--- src/hw/uht_pkg.sv ---
// Package with timing constants, state codes and helpers for the upstream event timer.
package uht_pkg;

  // ----------------------------------------------------------------------------
  // Clock and counter sizing
  // ----------------------------------------------------------------------------
  localparam int CLK_MHZ = 200;
  localparam int CNT_W   = 27;

  // ----------------------------------------------------------------------------
  // Times as programmed, short ones in ns and long ones in us
  // ----------------------------------------------------------------------------
  localparam int T_DETRST_NS      = 2500;
  localparam int T_FILTSE0_NS     = 2500;
  localparam int T_CHIRP_FILT_NS  = 2500;
  localparam int T_FS_CHIRP_US    = 2500;
  localparam int T_REVERT_US      = 3000;
  localparam int T_REV_SAMPLE_US  = 100;
  localparam int T_CHIRP_K_US     = 1000;
  localparam int T_CHIRP_END_US   = 7000;
  localparam int T_FALLBACK_US    = 1500;
  localparam int T_RECOVERY_US    = 1000;
  localparam int T_ADDR_US        = 50000;
  localparam int T_NODATA_US      = 50000;
  localparam int T_DATA_US        = 500000;
  localparam int T_LAST_US        = 50000;

  // ----------------------------------------------------------------------------
  // Bit-time figures; 6.5 bit times is held in tenths
  // ----------------------------------------------------------------------------
  localparam int FS_RATE_MHZ      = 12;
  localparam int HS_RATE_MHZ      = 480;
  localparam int FS_IPD_BITS      = 2;
  localparam int FS_RSP_TENTHS    = 65;
  localparam int HS_SAME_BITS     = 88;
  localparam int HS_OPP_BITS      = 8;
  localparam int CHIRP_PAIRS      = 3;

  // ----------------------------------------------------------------------------
  // Cycle counts: least times round up, longest times round down
  // ----------------------------------------------------------------------------
  localparam int DETRST_CYC       = (T_DETRST_NS * CLK_MHZ + 999) / 1000;
  localparam int FILTSE0_CYC      = (T_FILTSE0_NS * CLK_MHZ + 999) / 1000;
  localparam int CHIRP_FILT_CYC   = (T_CHIRP_FILT_NS * CLK_MHZ + 999) / 1000;
  localparam int FS_CHIRP_CYC     = T_FS_CHIRP_US * CLK_MHZ;
  localparam int REVERT_CYC       = T_REVERT_US * CLK_MHZ;
  localparam int REV_SAMPLE_CYC   = T_REV_SAMPLE_US * CLK_MHZ;
  localparam int CHIRP_K_CYC      = T_CHIRP_K_US * CLK_MHZ;
  localparam int CHIRP_END_CYC    = T_CHIRP_END_US * CLK_MHZ;
  localparam int FALLBACK_CYC     = T_FALLBACK_US * CLK_MHZ;
  localparam int RECOVERY_CYC     = T_RECOVERY_US * CLK_MHZ;
  localparam int ADDR_CYC         = T_ADDR_US * CLK_MHZ;
  localparam int NODATA_CYC       = T_NODATA_US * CLK_MHZ;
  localparam int DATA_CYC         = T_DATA_US * CLK_MHZ;
  localparam int LAST_CYC         = T_LAST_US * CLK_MHZ;
  localparam int FS_IPD_CYC       = (FS_IPD_BITS * CLK_MHZ + FS_RATE_MHZ - 1) / FS_RATE_MHZ;
  localparam int FS_RSP_CYC       = (FS_RSP_TENTHS * CLK_MHZ) / (FS_RATE_MHZ * 10);
  localparam int HS_SAME_CYC      = (HS_SAME_BITS * CLK_MHZ + HS_RATE_MHZ - 1) / HS_RATE_MHZ;
  localparam int HS_OPP_CYC       = (HS_OPP_BITS * CLK_MHZ + HS_RATE_MHZ - 1) / HS_RATE_MHZ;

  // ----------------------------------------------------------------------------
  // Link states
  // ----------------------------------------------------------------------------
  typedef enum logic [2:0] {
    S_FS        = 3'b000,
    S_HS        = 3'b001,
    S_RESET     = 3'b010,
    S_REV_WAIT  = 3'b011,
    S_CHIRP     = 3'b100,
    S_WAIT_HOST = 3'b101,
    S_RECOVER   = 3'b110
  } uht_state_e;

  // True in the cycle in which a counter that started at zero has run n cycles.
  function automatic logic uht_hit(input logic [CNT_W-1:0] cnt, input int n);
    uht_hit = (cnt == CNT_W'(n - 1));
  endfunction : uht_hit

endpackage : uht_pkg

--- src/hw/uht_timer.sv ---
// Saturating cycle counter that restarts from zero on a clear.
`timescale 1ns/1ps

module uht_timer
  import uht_pkg::*;
(
  input  wire logic             sys_clk,  // System clock
  input  wire logic             rst_n,    // Asynchronous reset, active low
  input  wire logic             clk_en,   // Freezes the count while low
  input  wire logic             clear,    // Restart from zero
  output logic [CNT_W-1:0]      count_q   // Cycles since last clear
);

  always_ff @(posedge sys_clk or negedge rst_n) begin
    if (!rst_n) begin
      count_q <= '0;
    end else if (clk_en) begin
      if (clear) begin
        count_q <= '0;
      end else if (count_q != {CNT_W{1'b1}}) begin
        count_q <= count_q + CNT_W'(1);
      end
    end
  end

endmodule : uht_timer

--- src/hw/uht_upstream_timing.sv ---
// Upstream port event timing: reset detection, chirp handshake, packet gaps, request deadlines.
`timescale 1ns/1ps

// Functional notes
// RQ1: Non-HS hub flags reset after SE0 filter.
// RQ2: Ready for transactions within 10 ms.
// RQ3: Full-speed packets separated by two bits.
// RQ4: Full-speed response begins within 6.5 bits.
// RQ5: Address and no-data requests within 50 ms.
// RQ6: Non-final data packets within 500 ms each.
// RQ7: Final data packet within 50 ms.
// RQ8: Suspended hub filters SE0 before chirping.
// RQ9: Awake full-speed hub chirps after SE0 wait.
// RQ10: High-speed hub reverts after SE0 window.
// RQ11: Wait after revert, then sample line.
// RQ12: Chirp K lasts at least 1 ms.
// RQ13: Chirp K ends by 7 ms.
// RQ14: Host chirps seen, enter high speed promptly.
// RQ15: No host chirp, fall back to full speed.
// RQ16: High-speed gaps 88 same, 8 opposite.
// RQ17: Each chirp filtered 2.5 us before counting.
// RQ18: Counters restart when watched line changes.
// RQ19: One programmed constant inside each window.
module uht_upstream_timing
  import uht_pkg::*;
#(
  parameter int P_FS_CHIRP   = FS_CHIRP_CYC,  // RQ19
  parameter int P_REVERT     = REVERT_CYC,
  parameter int P_REV_SAMPLE = REV_SAMPLE_CYC,
  parameter int P_CHIRP_K    = CHIRP_K_CYC,
  parameter int P_FALLBACK   = FALLBACK_CYC,
  parameter int P_RECOVERY   = RECOVERY_CYC,
  parameter int P_ADDR       = ADDR_CYC,
  // The other two 50 ms limits follow the address limit, so shortening it shortens all three.
  parameter int P_NODATA     = P_ADDR + (NODATA_CYC - ADDR_CYC),
  parameter int P_DATA       = DATA_CYC,
  parameter int P_LAST       = P_ADDR + (LAST_CYC - ADDR_CYC)
)(
  input  wire logic sys_clk,        // System clock, 200 MHz
  input  wire logic rst_n,          // Asynchronous reset, active low
  input  wire logic clk_en,         // Freezes all state while low
  input  wire logic line_se0,       // Upstream line shows SE0
  input  wire logic line_j,         // Upstream line shows chirp J
  input  wire logic line_k,         // Upstream line shows chirp K
  input  wire logic suspended,      // Hub is suspended
  input  wire logic hs_capable,     // Hub may run at high speed
  input  wire logic rx_pkt_end,     // Pulse: received packet ended
  input  wire logic tx_pkt_start,   // Pulse: own packet starts
  input  wire logic tx_pkt_end,     // Pulse: own packet ended
  input  wire logic resp_expected,  // Received packet needs a response
  input  wire logic req_start,      // Pulse: standard request begins
  input  wire logic req_is_addr,    // Request assigns the address
  input  wire logic req_has_data,   // Request has a data stage
  input  wire logic req_last_next,  // Next data packet is the final one
  input  wire logic data_pkt_sent,  // Pulse: a data packet delivered
  input  wire logic req_done,       // Pulse: request completed
  output logic      bus_reset_q,    // Pulse: upstream reset recognised
  output logic      chirp_k_q,      // Drive chirp K upstream
  output logic      hs_mode_q,      // Operating at high speed
  output logic      ready_q,        // Ready to accept transactions
  output logic      tx_gap_ok,      // Inter-packet gap satisfied
  output logic      resp_late_q,    // Pulse: response deadline reached
  output logic      req_busy_q,     // Request deadline running
  output logic      req_late_q      // Pulse: request deadline reached
);

  // ----------------------------------------------------------------------------
  // Timers
  // ----------------------------------------------------------------------------
  uht_state_e         state_q, state_d;
  logic [CNT_W-1:0]   se0_cnt, st_cnt, flt_cnt, gap_cnt, req_cnt, req_limit_q;
  logic               j_prev_q, k_prev_q, expect_k_q;
  logic [1:0]         pairs_q;
  logic               chirp_hit, pairs_done, pkt_end, line_chg;
  logic               last_tx_q, resp_wait_q;

  assign pkt_end  = rx_pkt_end || tx_pkt_end;
  assign line_chg = (line_j != j_prev_q) || (line_k != k_prev_q);

  uht_timer u_se0 (.sys_clk(sys_clk), .rst_n(rst_n), .clk_en(clk_en), .clear(!line_se0),  // RQ18
                   .count_q(se0_cnt));
  uht_timer u_st  (.sys_clk(sys_clk), .rst_n(rst_n), .clk_en(clk_en),
                   .clear((state_d != state_q) || (state_q == S_RECOVER && line_se0)), .count_q(st_cnt));
  uht_timer u_flt (.sys_clk(sys_clk), .rst_n(rst_n), .clk_en(clk_en),
                   .clear(line_chg || state_q != S_WAIT_HOST), .count_q(flt_cnt));  // RQ18
  uht_timer u_gap (.sys_clk(sys_clk), .rst_n(rst_n), .clk_en(clk_en), .clear(pkt_end), .count_q(gap_cnt));
  uht_timer u_req (.sys_clk(sys_clk), .rst_n(rst_n), .clk_en(clk_en), .clear(req_start || data_pkt_sent),
                   .count_q(req_cnt));

  // ----------------------------------------------------------------------------
  // Reset and chirp handshake
  // ----------------------------------------------------------------------------
  // A chirp counts only once it has stood unchanged for the filter time.
  assign chirp_hit  = (state_q == S_WAIT_HOST) && uht_hit(flt_cnt, CHIRP_FILT_CYC) &&
                      (expect_k_q ? line_k : line_j);  // RQ17
  assign pairs_done = chirp_hit && !expect_k_q && (pairs_q == 2'(CHIRP_PAIRS - 1));

  always_comb begin
    state_d = state_q;
    case (state_q)
      S_FS: begin
        if (line_se0 && !hs_capable && uht_hit(se0_cnt, DETRST_CYC)) begin
          state_d = S_RESET;  // RQ1
        end else if (line_se0 && hs_capable && suspended && uht_hit(se0_cnt, FILTSE0_CYC)) begin
          state_d = S_CHIRP;  // RQ8
        end else if (line_se0 && hs_capable && !suspended && uht_hit(se0_cnt, P_FS_CHIRP)) begin
          state_d = S_CHIRP;  // RQ9
        end
      end
      S_HS: begin
        if (line_se0 && uht_hit(se0_cnt, P_REVERT)) begin
          state_d = S_REV_WAIT;  // RQ10
        end
      end
      S_REV_WAIT: begin
        if (uht_hit(st_cnt, P_REV_SAMPLE)) begin
          state_d = line_se0 ? S_CHIRP : S_FS;  // RQ11
        end
      end
      S_CHIRP: begin
        if (uht_hit(st_cnt, P_CHIRP_K)) begin
          state_d = S_WAIT_HOST;  // RQ12 RQ13
        end
      end
      S_WAIT_HOST: begin
        if (pairs_done) begin
          state_d = S_HS;  // RQ14
        end else if (uht_hit(st_cnt, P_FALLBACK)) begin
          state_d = S_RESET;  // RQ15
        end
      end
      S_RESET: begin
        if (!line_se0) begin
          state_d = S_RECOVER;
        end
      end
      S_RECOVER: begin
        if (uht_hit(st_cnt, P_RECOVERY)) begin
          state_d = S_FS;  // RQ2
        end
      end
      default: state_d = S_FS;
    endcase
  end

  always_ff @(posedge sys_clk or negedge rst_n) begin
    if (!rst_n) begin
      state_q     <= S_FS;
      hs_mode_q   <= 1'b0;
      chirp_k_q   <= 1'b0;
      bus_reset_q <= 1'b0;
      ready_q     <= 1'b0;
    end else if (clk_en) begin
      state_q     <= state_d;
      chirp_k_q   <= (state_d == S_CHIRP);  // RQ12
      hs_mode_q   <= (state_d == S_HS) || (state_q == S_HS && state_d == S_HS);  // RQ10 RQ14
      bus_reset_q <= (state_q == S_FS && (state_d == S_RESET || state_d == S_CHIRP)) ||
                     (state_q == S_REV_WAIT && state_d == S_CHIRP);
      if (state_d == S_RESET || state_d == S_CHIRP || state_d == S_REV_WAIT) begin
        ready_q <= 1'b0;
      end else if ((state_q == S_RECOVER && state_d == S_FS) || state_d == S_HS) begin
        ready_q <= 1'b1;  // RQ2
      end
    end
  end

  always_ff @(posedge sys_clk or negedge rst_n) begin
    if (!rst_n) begin
      j_prev_q   <= 1'b0;
      k_prev_q   <= 1'b0;
      expect_k_q <= 1'b1;
      pairs_q    <= 2'b00;
    end else if (clk_en) begin
      j_prev_q <= line_j;
      k_prev_q <= line_k;
      if (state_q != S_WAIT_HOST) begin
        expect_k_q <= 1'b1;
        pairs_q    <= 2'b00;
      end else if (chirp_hit) begin
        expect_k_q <= !expect_k_q;
        if (!expect_k_q) begin
          pairs_q <= pairs_q + 2'b01;
        end
      end
    end
  end

  // ----------------------------------------------------------------------------
  // Inter-packet gaps and response deadline
  // ----------------------------------------------------------------------------
  // The gap timer is shared by both directions, so a gap is measured from whichever packet ended last.
  assign tx_gap_ok = !hs_mode_q ? (gap_cnt >= CNT_W'(FS_IPD_CYC - 1)) :  // RQ3
                     last_tx_q  ? (gap_cnt >= CNT_W'(HS_SAME_CYC - 1)) :  // RQ16
                                  (gap_cnt >= CNT_W'(HS_OPP_CYC - 1));  // RQ16

  always_ff @(posedge sys_clk or negedge rst_n) begin
    if (!rst_n) begin
      last_tx_q   <= 1'b0;
      resp_wait_q <= 1'b0;
      resp_late_q <= 1'b0;
    end else if (clk_en) begin
      if (pkt_end) begin
        last_tx_q <= tx_pkt_end;
      end
      resp_late_q <= resp_wait_q && !tx_pkt_start && uht_hit(gap_cnt, FS_RSP_CYC);  // RQ4
      if (rx_pkt_end && resp_expected && !hs_mode_q) begin
        resp_wait_q <= 1'b1;
      end else if (tx_pkt_start || uht_hit(gap_cnt, FS_RSP_CYC)) begin
        resp_wait_q <= 1'b0;
      end
    end
  end

  // ----------------------------------------------------------------------------
  // Standard request deadlines
  // ----------------------------------------------------------------------------
  always_ff @(posedge sys_clk or negedge rst_n) begin
    if (!rst_n) begin
      req_busy_q  <= 1'b0;
      req_late_q  <= 1'b0;
      req_limit_q <= '0;
    end else if (clk_en) begin
      req_late_q <= req_busy_q && !req_start && !data_pkt_sent && !req_done && (req_cnt == req_limit_q);
      if (req_start) begin
        req_busy_q <= 1'b1;
        if (req_has_data) begin
          req_limit_q <= req_last_next ? CNT_W'(P_LAST - 1) : CNT_W'(P_DATA - 1);  // RQ6 RQ7
        end else begin
          req_limit_q <= req_is_addr ? CNT_W'(P_ADDR - 1) : CNT_W'(P_NODATA - 1);  // RQ5
        end
      end else if (data_pkt_sent && req_busy_q) begin
        req_limit_q <= req_last_next ? CNT_W'(P_LAST - 1) : CNT_W'(P_DATA - 1);  // RQ6 RQ7
      end else if (req_done || (req_busy_q && req_cnt == req_limit_q)) begin
        req_busy_q <= 1'b0;
      end
    end
  end

  // ----------------------------------------------------------------------------
  // Checks
  // ----------------------------------------------------------------------------
  // Age of the reset sequence, counted from the start of the SE0 that led into chirp or revert handling.
  logic [CNT_W-1:0] seq_age_q;
  always_ff @(posedge sys_clk or negedge rst_n) begin
    if (!rst_n) begin
      seq_age_q <= '0;
    end else if (clk_en) begin
      seq_age_q <= (state_q == S_FS || state_q == S_HS) ? se0_cnt : seq_age_q + CNT_W'(1);
    end
  end

  det_reset_a: assert property (@(posedge sys_clk) disable iff (!rst_n) // RQ1
    (clk_en && state_q == S_FS && !hs_capable && line_se0 && uht_hit(se0_cnt, DETRST_CYC)) |=> bus_reset_q)
    else $error("reset not flagged after SE0 filter");
  chirp_len_a: assert property (@(posedge sys_clk) disable iff (!rst_n) // RQ12
    $fell(chirp_k_q) |-> $past(st_cnt) == CNT_W'(P_CHIRP_K - 1))
    else $error("chirp K shorter than programmed");
  chirp_end_a: assert property (@(posedge sys_clk) disable iff (!rst_n) // RQ13
    chirp_k_q |-> seq_age_q < CNT_W'(CHIRP_END_CYC))
    else $error("chirp K still driven past deadline");
  revert_fs_a: assert property (@(posedge sys_clk) disable iff (!rst_n) // RQ10
    (clk_en && state_q == S_HS && line_se0 && uht_hit(se0_cnt, P_REVERT)) |=> !hs_mode_q && state_q == S_REV_WAIT)
    else $error("no revert to full speed");
  sample_wait_a: assert property (@(posedge sys_clk) disable iff (!rst_n) // RQ11
    ($past(state_q) == S_REV_WAIT && state_q != S_REV_WAIT) |-> $past(st_cnt) == CNT_W'(P_REV_SAMPLE - 1))
    else $error("line sampled at wrong time after revert");
  hs_enter_a: assert property (@(posedge sys_clk) disable iff (!rst_n) // RQ14
    (clk_en && pairs_done) |=> hs_mode_q && ready_q)
    else $error("high speed not entered after host chirps");
  fs_fallback_a: assert property (@(posedge sys_clk) disable iff (!rst_n) // RQ15
    (clk_en && state_q == S_WAIT_HOST && !pairs_done && uht_hit(st_cnt, P_FALLBACK)) |=> state_q == S_RESET && !hs_mode_q)
    else $error("no fallback after missing host chirp");
  filt_chirp_a: assert property (@(posedge sys_clk) disable iff (!rst_n) // RQ17
    (clk_en && state_q == S_WAIT_HOST && $changed(pairs_q) && pairs_q != 2'b00) |-> $past(flt_cnt) == CNT_W'(CHIRP_FILT_CYC - 1))
    else $error("chirp counted before filter time");
  fs_gap_a: assert property (@(posedge sys_clk) disable iff (!rst_n) // RQ3
    (clk_en && pkt_end && !hs_mode_q) |=> !tx_gap_ok [*2])
    else $error("full-speed gap opened too early");
  resp_late_a: assert property (@(posedge sys_clk) disable iff (!rst_n) // RQ4
    resp_late_q |-> $past(gap_cnt) == CNT_W'(FS_RSP_CYC - 1))
    else $error("response deadline flagged at wrong time");
  req_late_a: assert property (@(posedge sys_clk) disable iff (!rst_n) // RQ5 RQ6 RQ7
    req_late_q |=> !req_busy_q || $past(req_start) || $past(data_pkt_sent))
    else $error("request still busy after deadline");
  reset_recover_a: assert property (@(posedge sys_clk) disable iff (!rst_n) // RQ2
    ($past(state_q) == S_RECOVER && state_q == S_FS) |-> ready_q && $past(st_cnt) == CNT_W'(P_RECOVERY - 1))
    else $error("recovery interval wrong");

  hs_path_c:   cover property (@(posedge sys_clk) disable iff (!rst_n) pairs_done && clk_en);
  fallback_c:  cover property (@(posedge sys_clk) disable iff (!rst_n) state_q == S_WAIT_HOST ##1 state_q == S_RESET);
  fs_reset_c:  cover property (@(posedge sys_clk) disable iff (!rst_n) bus_reset_q && !hs_capable);

endmodule : uht_upstream_timing

--- config.mk ---
export PLATFORM = sky130hd
export DESIGN_NAME = uht_upstream_timing
export DESIGN_NICKNAME = d
export VERILOG_FILES = /design/src/hw/uht_pkg.sv /design/src/hw/uht_timer.sv /design/src/hw/uht_upstream_timing.sv
export SDC_FILE = /design/constraint.sdc
export NUM_CORES = 1
export LEC_CHECK = 0
export ABC_AREA = 1
export ABC_CLOCK_PERIOD_IN_PS = 5700
export BUFFER_PORTS_ARGS = -buffer_cell sky130_fd_sc_hd__buf_2
export CORE_ASPECT_RATIO = 1.2
export CORE_UTILIZATION = 60
export DETAILED_ROUTE_END_ITERATION = 10
export PLACE_DENSITY = 0.77
export SKIP_LAST_GASP = 1
export SLEW_MARGIN = 20
export SYNTH_ARGS = -nofsm -noshare
export SYNTH_HDL_FRONTEND = slang
export SYNTH_HIERARCHICAL = 1
export SYNTH_SLANG_ARGS = --single-unit
--- constraint.sdc ---
create_clock -name sys_clk -period 5.7 [get_ports sys_clk]
set_input_delay 0.57 -clock sys_clk [delete_from_list [all_inputs] [get_ports sys_clk]]
set_output_delay 0.57 -clock sys_clk [all_outputs]
set_load 0.02 [all_outputs]
**After elaboration in Yosys (flattened, before gate mapping)**

Index checks and enable logic that the tools add are counted.

- Bits in registers: 179
- Bits of input ports: 18
- Output and inout bits: 8
- Logic and storage cells: 172

- Add/subtract/negate cells: 6
- Magnitude comparators: 3
- Equality and inequality tests: 32
- Muxes and demuxes: 41
- Reduce and logical (&&, ||, !) cells: 70

Operators with widths:

| operator | number |
|---|---|
| $mux W27 | 14 |
| $add A27 B1 Y27 const B | 5 |
| $ne A27 B27 Y1 const B | 5 |
| $eq A27 B19 Y1 const B | 2 |
| $eq A27 B9 Y1 const B | 2 |
| $ge A27 B6 Y1 const B | 2 |
| $mux W3 | 11 |
| $eq A27 B15 Y1 const B | 1 |
| $eq A27 B18 Y1 const B | 1 |
| $eq A27 B20 Y1 const B | 1 |
| $eq A27 B27 Y1 | 1 |
| $eq A27 B7 Y1 const B | 1 |
| $ge A27 B2 Y1 const B | 1 |
| $logic_and A1 B1 Y1 | 27 |
| $pmux W3 S7 | 1 |
| $reduce_and A2 Y1 | 10 |
| $reduce_bool A2 Y1 | 9 |
| $eq A3 B2 Y1 const B | 4 |
| $eq A3 B3 Y1 const B | 4 |
| $logic_or A1 B1 Y1 | 12 |
| $mux W1 | 12 |
| $logic_not A1 Y1 | 8 |
| $eq A3 B1 Y1 const B | 2 |
| $logic_not A3 Y1 | 2 |
| 9 further kinds | 14 |

**Depth between registers and ports, before layout**

- Depth after elaboration: 12
- Mapped depth: 21
- Gate-level depth less buffers: 21

**Hierarchy**

The synthesis kept the hierarchy.

By module, submodules not included:

| module | instances | cells an instance | area each (um^2) | seq. area each (um^2) |
|---|---|---|---|---|
| uht_timer | 5 | 257 | 1829.3 | 675.6 |
| uht_upstream_timing | 1 | 420 | 2322.2 | 501.7 |

**Worst setup path after synthesis**

Ideal clock, no wire load.

- Kind: in2reg
- Start: input port line_se0
- End: register u_st.count_q[0]
- Library setup time: 121 ps
- Arrival: 2334 ps
- Data required time: 5579 ps
- Slack: 3245 ps
- Stages: 14
- Path buffers: 1
- Path through: inv_1 > or2_2 > nor2_2 > nor2_1 > nand2_1 > nand3_1 > nand2_1 > and3_1 > nand3_1 > nor3_1 > nand3_4 > nand2_8 > buf_12 > o21ai_1

- Longest elaborated chain between the ends: 11
- Elaborated cells on any way between the ends: 22
- Those cells by class: 1 x eq/ne; 9 x mux; 12 x reduce/logical

Ends and longest elaborated chain:

| item | line | text |
|---|---|---|
| from (decl) | uht_upstream_timing.sv:42 | `input wire logic line_se0,` |
| $logic_and A1 B1 Y1 | uht_upstream_timing.sv:104, uht_upstream_timing.sv:106 |  |
| $logic_and A1 B1 Y1 (2 in a row) | uht_upstream_timing.sv:106 | `end else if (line_se0 && hs_capable && !suspended && uht_hit(se0_cnt, P_FS_CHIRP)) begin` |
| $mux W3 | uht_upstream_timing.sv:106 |  |
| $mux W3 | uht_upstream_timing.sv:104 | `end else if (line_se0 && hs_capable && suspended && uht_hit(se0_cnt, FILTSE0_CYC)) begin` |
| $mux W3 | uht_upstream_timing.sv:102 | `if (line_se0 && !hs_capable && uht_hit(se0_cnt, DETRST_CYC)) begin` |
| $pmux W3 S7 | uht_upstream_timing.sv:100 | `case (state_q)` |
| $ne A3 B3 Y1 | uht_upstream_timing.sv:83 | `.clear((state_d != state_q) \|\| (state_q == S_RECOVER && line_se0)), .count_q(st_cnt));` |
| $logic_or A1 B1 Y1 * | uht_upstream_timing.sv:83 |  |
| $reduce_bool A2 Y1 (no source line) | -- |  |
| $reduce_and A2 Y1 (no source line) | -- |  |
| to (signal assigned) | uht_timer.sv:21 | `count_q <= count_q + CNT_W'(1);` |
| to (decl) | uht_timer.sv:11 | `output logic [CNT_W-1:0] count_q` |

Every way passes the cells marked *; elsewhere a longest branch is shown, timed or not.
A chain may end at the register's enable or synchronous reset.

**Worst setup path in the final report**

- Start: register u_se0.count_q[24]
- End: register u_st.count_q[25]

- Longest elaborated chain between the ends: 10
- Elaborated cells on any way between the ends: 17
- Those cells by class: 4 x eq/ne; 6 x mux; 7 x reduce/logical

Ends and longest elaborated chain:

| item | line | text |
|---|---|---|
| from (decl) | uht_timer.sv:11 |  |
| from (signal assigned) | uht_timer.sv:21 |  |
| $eq A27 B19 Y1 | uht_pkg.sv:76 | `uht_hit = (cnt == CNT_W'(n - 1));` |
| $logic_and A1 B1 Y1 | uht_upstream_timing.sv:106 |  |
| $mux W3 | uht_upstream_timing.sv:106 |  |
| $mux W3 | uht_upstream_timing.sv:104 |  |
| $mux W3 | uht_upstream_timing.sv:102 |  |
| $pmux W3 S7 * | uht_upstream_timing.sv:100 |  |
| $ne A3 B3 Y1 * | uht_upstream_timing.sv:83 |  |
| $logic_or A1 B1 Y1 * | uht_upstream_timing.sv:83 |  |
| $reduce_bool A2 Y1 (no source line) | -- |  |
| $reduce_and A2 Y1 (no source line) | -- |  |

Marked as above.

==> impl_summary.md <==
Status
The flow ran to the end, and the final reports show no timing, DRC or antenna violations.

Routing
The top layer reached by signal wires is met4. In this run, the number of DRC markers left after iteration 0 of detailed routing was 746. The final routed wirelength across all metal layers is around 26,000 um.

Wire segments on met2 add up to 13,100 um in the final route. The detail route stage leaves a number of antenna-violating nets equal to 0. Wire segments on met3 add up to 1010 um in the final route. For this block, wires on met1 add up to ~12,000 um. The total vias in the final route is 10,600.

After detailed routing, the number of remaining DRC violations is 0. Dividing the detail-routed wire length by the instance count gives 13.2 um. For this run, the detailed router's first-pass iteration total came to 5. In the routed layout, each cell is associated on average with a via count of 5.30.

Worst setup path
STA classifies the critical path endpoint as a register. The kind of launch point of the worst setup path is a register. The setup slack on the worst flop-to-flop path is around 2.2 ns. The worst setup path is of the reg2reg kind. Counting stages on the worst path, the most repeated cell is sky130_fd_sc_hd__nand2_1. The largest fanout of any net on the critical path is 12. The critical path starts at u_se0/count_q[24].

The kind of cell with the highest combined delay along the critical path is simple AND/OR/NAND/NOR gates. Counting both buffers and inverters, the worst setup path holds a total of 5. Walking the worst path, the cells encountered are inv_1 -> nand2_1 -> nor2_1 -> nand2_1 -> nor2_1 -> nand2_1 -> nor2_2 -> nor2_1 -> nand2_1 -> inv_1 -> nor2_2 -> nand2_1 -> o21ai_0 -> inv_1 -> nand3_1 -> clkinv_1 -> nand3_1 -> inv_2 -> nand2_1 -> nand2_1. At the worst endpoint, the required time is 6.02 ns.

The capturing point of the worst reg2reg path is u_st/count_q[25]. The most critical setup path has its endpoint at u_st/count_q[25]. For the worst flop-to-flop path, the logic depth is 20. The arrival time reported for the critical path endpoint is 3.85 ns. The slowest stage cell on the critical path is sky130_fd_sc_hd__nand3_1. On the worst path, the slowest cell contributes a delay of 0.69 ns. The startpoint of the worst register-to-register path is u_se0/count_q[24]. The number of gates on the worst path with buffers counted is 20.

Floorplanning
From bottom edge to top edge, the die measures 153 um. The effective utilization at floorplan is 0.610. The die covers a little under 0.02 sq mm. The core box area is 0.0188 sq mm. 26 I/O pins were placed.

The width of the die is 128 um. The standard-cell row count is 55.

Synth
The fraction of synthesized cell area in xor and xnor cells is 0.0397. The count of yosys warnings during synthesis is 6. The number of nets in the synthesized netlist is 1,734.

Of the total synthesized cell area, the portion taken by full adders, half adders and majority gates is 0.0120. The dominant register cell in the synthesized netlist is sky130_fd_sc_hd__dfrtp_1. After technology mapping, the gate count stands at approximately 1,700. In this run the mean area of a mapped cell was 6.73 sq um. After synthesis, the share of cell area in mux cells is 0. The area of the mapped netlist is 0.0115 sq mm.

Ranked by instance count, the synthesized netlist is headed by sky130_fd_sc_hd__nand2_1, sky130_fd_sc_hd__nor2_1, sky130_fd_sc_hd__inv_1. Of all flip-flops after synthesis, the portion carrying an async set or reset was 1.00. The number of storage elements in the synthesis netlist is 155. The combinational family with the most area after synthesis is simple AND/OR/NAND/NOR gates. The area fraction in and, or, nand and nor cells after synthesis is 0.434. After synthesis, the cell types taking the most area are sky130_fd_sc_hd__dfrtp_1, sky130_fd_sc_hd__nand2_1, sky130_fd_sc_hd__nor2_1. The synthesized design contains 0 enable-type register cells. The most common cell in the netlist is sky130_fd_sc_hd__nand2_1. The largest total area in the synthesized netlist belongs to sky130_fd_sc_hd__dfrtp_1. For this run, the register share of the synthesized area comes to 0.338. The share of synthesized area in the top cell type comes to 0.336. The share of the synthesized area in compound gates (AO/OA/AOI/OAI) is 0.0942. Synthesis instantiated 53 different standard cells from the library.

Power and ir drop
The static leakage is between 0.005 and 0.006 uW. Of the total power, registers draw 0.420. IR analysis of the VDD net gives a maximum drop of 0.259 mV. Of the total power, the share spent switching nets is 0.312. Summed over all nets, the switching power comes to 894 uW. The share of total power dissipated in combinational logic is 0.194. The total power divided by cell area is 234 mW/mm^2. The internal power contribution is 1970 uW.

The portion of total power attributed to the clock network is 0.386.

Cells and area
The number of non-filler instances in the completed layout is 1,995. From synthesis to final layout, the design area changed by 6.80%. The area of all placed cells without fillers is 0.0122 sq mm. The final layout contains 1,756 nets.

The share of cells above drive strength 1 is 0.130. 0 antenna diodes ended up in the layout.

GRT
The initial antenna violation count is 1. The total overflow left after global routing is 0. The number of global-route vias before repair is approximately 9,800. The first global-routing pass estimated around 45,000 um of wire. The maximum number of pins on one net before global-route repair is approximately 110. In the global route stage, overall resource usage came out at 0.281.

Placement
Once detailed placement completed, the half-perimeter wirelength came to 18,900 um. The cell area after placement is around 0.012 sq mm. At the end of routability-driven placement, the weighted congestion stood at between 0.9 and 1. After detailed placement, the design holds a cell count of between 1,500 and 2,000. Buffers placed on the I/O ports in this run total 24.

Clocking
The TritonCTS clock tree is built. The total clock buffers created by CTS is 17. The tree built by TritonCTS fans out to 155 sinks.

Post-CTS timing repair inserted 0 buffers for setup. Gates resized during post-CTS repair numbered 0. The clock latency reported for the late side of the worst-skew pair is roughly 0.43 ns. Clock-pin slew was measured on the worst setup and hold paths at 0.06 ns. The cts-stage hold buffer count is 0. The H-tree generated during clock tree synthesis spans 4 levels.

The buffer depth of the longest clock path is 2. The clock tree root buffer cell is sky130_fd_sc_hd__clkbuf_16.

Min path
The path category of the worst min-delay check is in2async.

Flow run
The number of maximum-capacitance violations is 0.

STA
The number of failing hold endpoints at the final stage is 0. Dividing the final minimum period by the clock period gives 0.620. The final setup skew is 0.00851 ns.

The highest clock frequency the design can meet is 283 MHz. Setup total negative slack on the finished layout was measured at 0 ns. Setup repair after global routing left no endpoint under its margin. The max-slew violation count is 0. The final critical-path required period is between 3 and 4 ns.

In this run the tightest slew margin relative to its limit is 0.409. At the pin with the least slew margin, the transition time is 0.887 ns. Setup violations remaining at the end of the flow were counted as 0.
[per-layer routing]
layer	up-vias	GRT usage
li1	5427	-
met1	4889	0.348
met2	224	0.491
met3	42	0.0417
met4	0	0.0997
met5	-	0
[how the worst min path moves through the flow]
stage / start / to / slack [ns] / cells past startpoint
after floorplan: rst_n / bus_reset_q / 0.27 / 0
after global placement: req_late_q / req_late_q / 0.46 / 2
after detailed placement: req_late_q / req_late_q / 0.46 / 2
after CTS: req_done / req_late_q / 0.31 / 2
after global routing: rst_n / u_req/count_q[5] / 0.32 / 1
final: rst_n / u_req/count_q[4] / 0.25 / 1
[layout make-up]
class | count | area, sq um
clock buffers | 25 | 475
clock inverters | 6 | 88.8
fillers | 1688 | 6540
inverters | 180 | 678
multi-input cells | 1346 | 6650
flip-flops and latches | 155 | 3880
well taps | 256 | 320
repair buffers | 27 | 151
[sequential cells by signal (all words and copies together) (netlist names), 2 cells and up]
| register | cells |
|---|---|
| u_se0/count_q | 27 |
| req_limit_q | 3 |
| state_q | 3 |
| u_st/count_q | 27 |
| u_gap/count_q | 27 |
| pairs_q | 2 |
| u_flt/count_q | 27 |
| u_req/count_q | 27 |
[cell usage in the layout (no fill, tap or decap), types with 2 or more instances in the layout]
cell type,synthesis,layout
sky130_fd_sc_hd__a21oi_1,19,19
sky130_fd_sc_hd__nor4_1,6,6
sky130_fd_sc_hd__nand3_1,106,106
sky130_fd_sc_hd__nand2_1,611,611
sky130_fd_sc_hd__o21a_1,2,2
sky130_fd_sc_hd__clkbuf_1,3,6
sky130_fd_sc_hd__nor2_2,13,13
sky130_fd_sc_hd__xor2_1,20,20
sky130_fd_sc_hd__o21ai_1,20,20
sky130_fd_sc_hd__nand3_4,6,6
sky130_fd_sc_hd__inv_1,167,167
sky130_fd_sc_hd__nand3_2,3,3
sky130_fd_sc_hd__or2_2,6,6
sky130_fd_sc_hd__nor2_4,12,12
sky130_fd_sc_hd__ha_1,11,11
sky130_fd_sc_hd__o21ai_2,60,60
sky130_fd_sc_hd__o22ai_1,6,6
sky130_fd_sc_hd__nor3_1,17,17
sky130_fd_sc_hd__nand2_8,5,5
sky130_fd_sc_hd__buf_4,6,3
sky130_fd_sc_hd__nand2_2,57,57
sky130_fd_sc_hd__o41ai_1,2,2
sky130_fd_sc_hd__inv_2,7,7
sky130_fd_sc_hd__buf_2,5,23
sky130_fd_sc_hd__nand4_1,23,23
sky130_fd_sc_hd__bufinv_16,0,2
sky130_fd_sc_hd__dfrtp_1,154,154
sky130_fd_sc_hd__clkinvlp_4,0,2
sky130_fd_sc_hd__o21ai_0,42,42
sky130_fd_sc_hd__nand3b_1,11,11
sky130_fd_sc_hd__xnor2_1,32,32
sky130_fd_sc_hd__nor2_1,238,238
sky130_fd_sc_hd__clkinv_1,5,5
sky130_fd_sc_hd__clkbuf_8,0,3
sky130_fd_sc_hd__clkbuf_16,0,17
[kinds of logic after synthesis]
| family | Yosys count |
|---|---|
| simple gates | 1122 |
| buf+inv | 204 |
| compound gates | 161 |
| flops | 155 |
| xor+xnor | 52 |
| fa+ha+maj | 11 |
[power by group through the flow]
| stage | combinational (uW) | sequential, uW | clock [uW] |
|---|---|---|---|
| finish | 555 | 1200 | 1110 |
| global route | 630 | 1210 | 1170 |
| CTS | 559 | 1200 | 1130 |
| detailed placement | 556 | 1220 | 0 |
| global placement | 547 | 1220 | 0 |
| floorplan | 426 | 1220 | 0 |
[metrics by stage]
| stage | total power (uW) | setup slack (ns) | hold slack (ns) | utilization |
|---|---|---|---|---|
| after CTS | 2900 | 2.13 | 0.314 | 0.652 |
| after detailed placement | 1780 | 2.04 | 0.464 | 0.622 |
| after global placement | 1770 | 2.07 | 0.458 | 0.622 |
| after global routing | 3010 | 1.78 | 0.320 | 0.652 |
| final | 2870 | 2.17 | 0.253 | 0.652 |
| after floorplan | 1640 | 3.25 | 0.274 | - |
(Power assumes the default switching activity.)
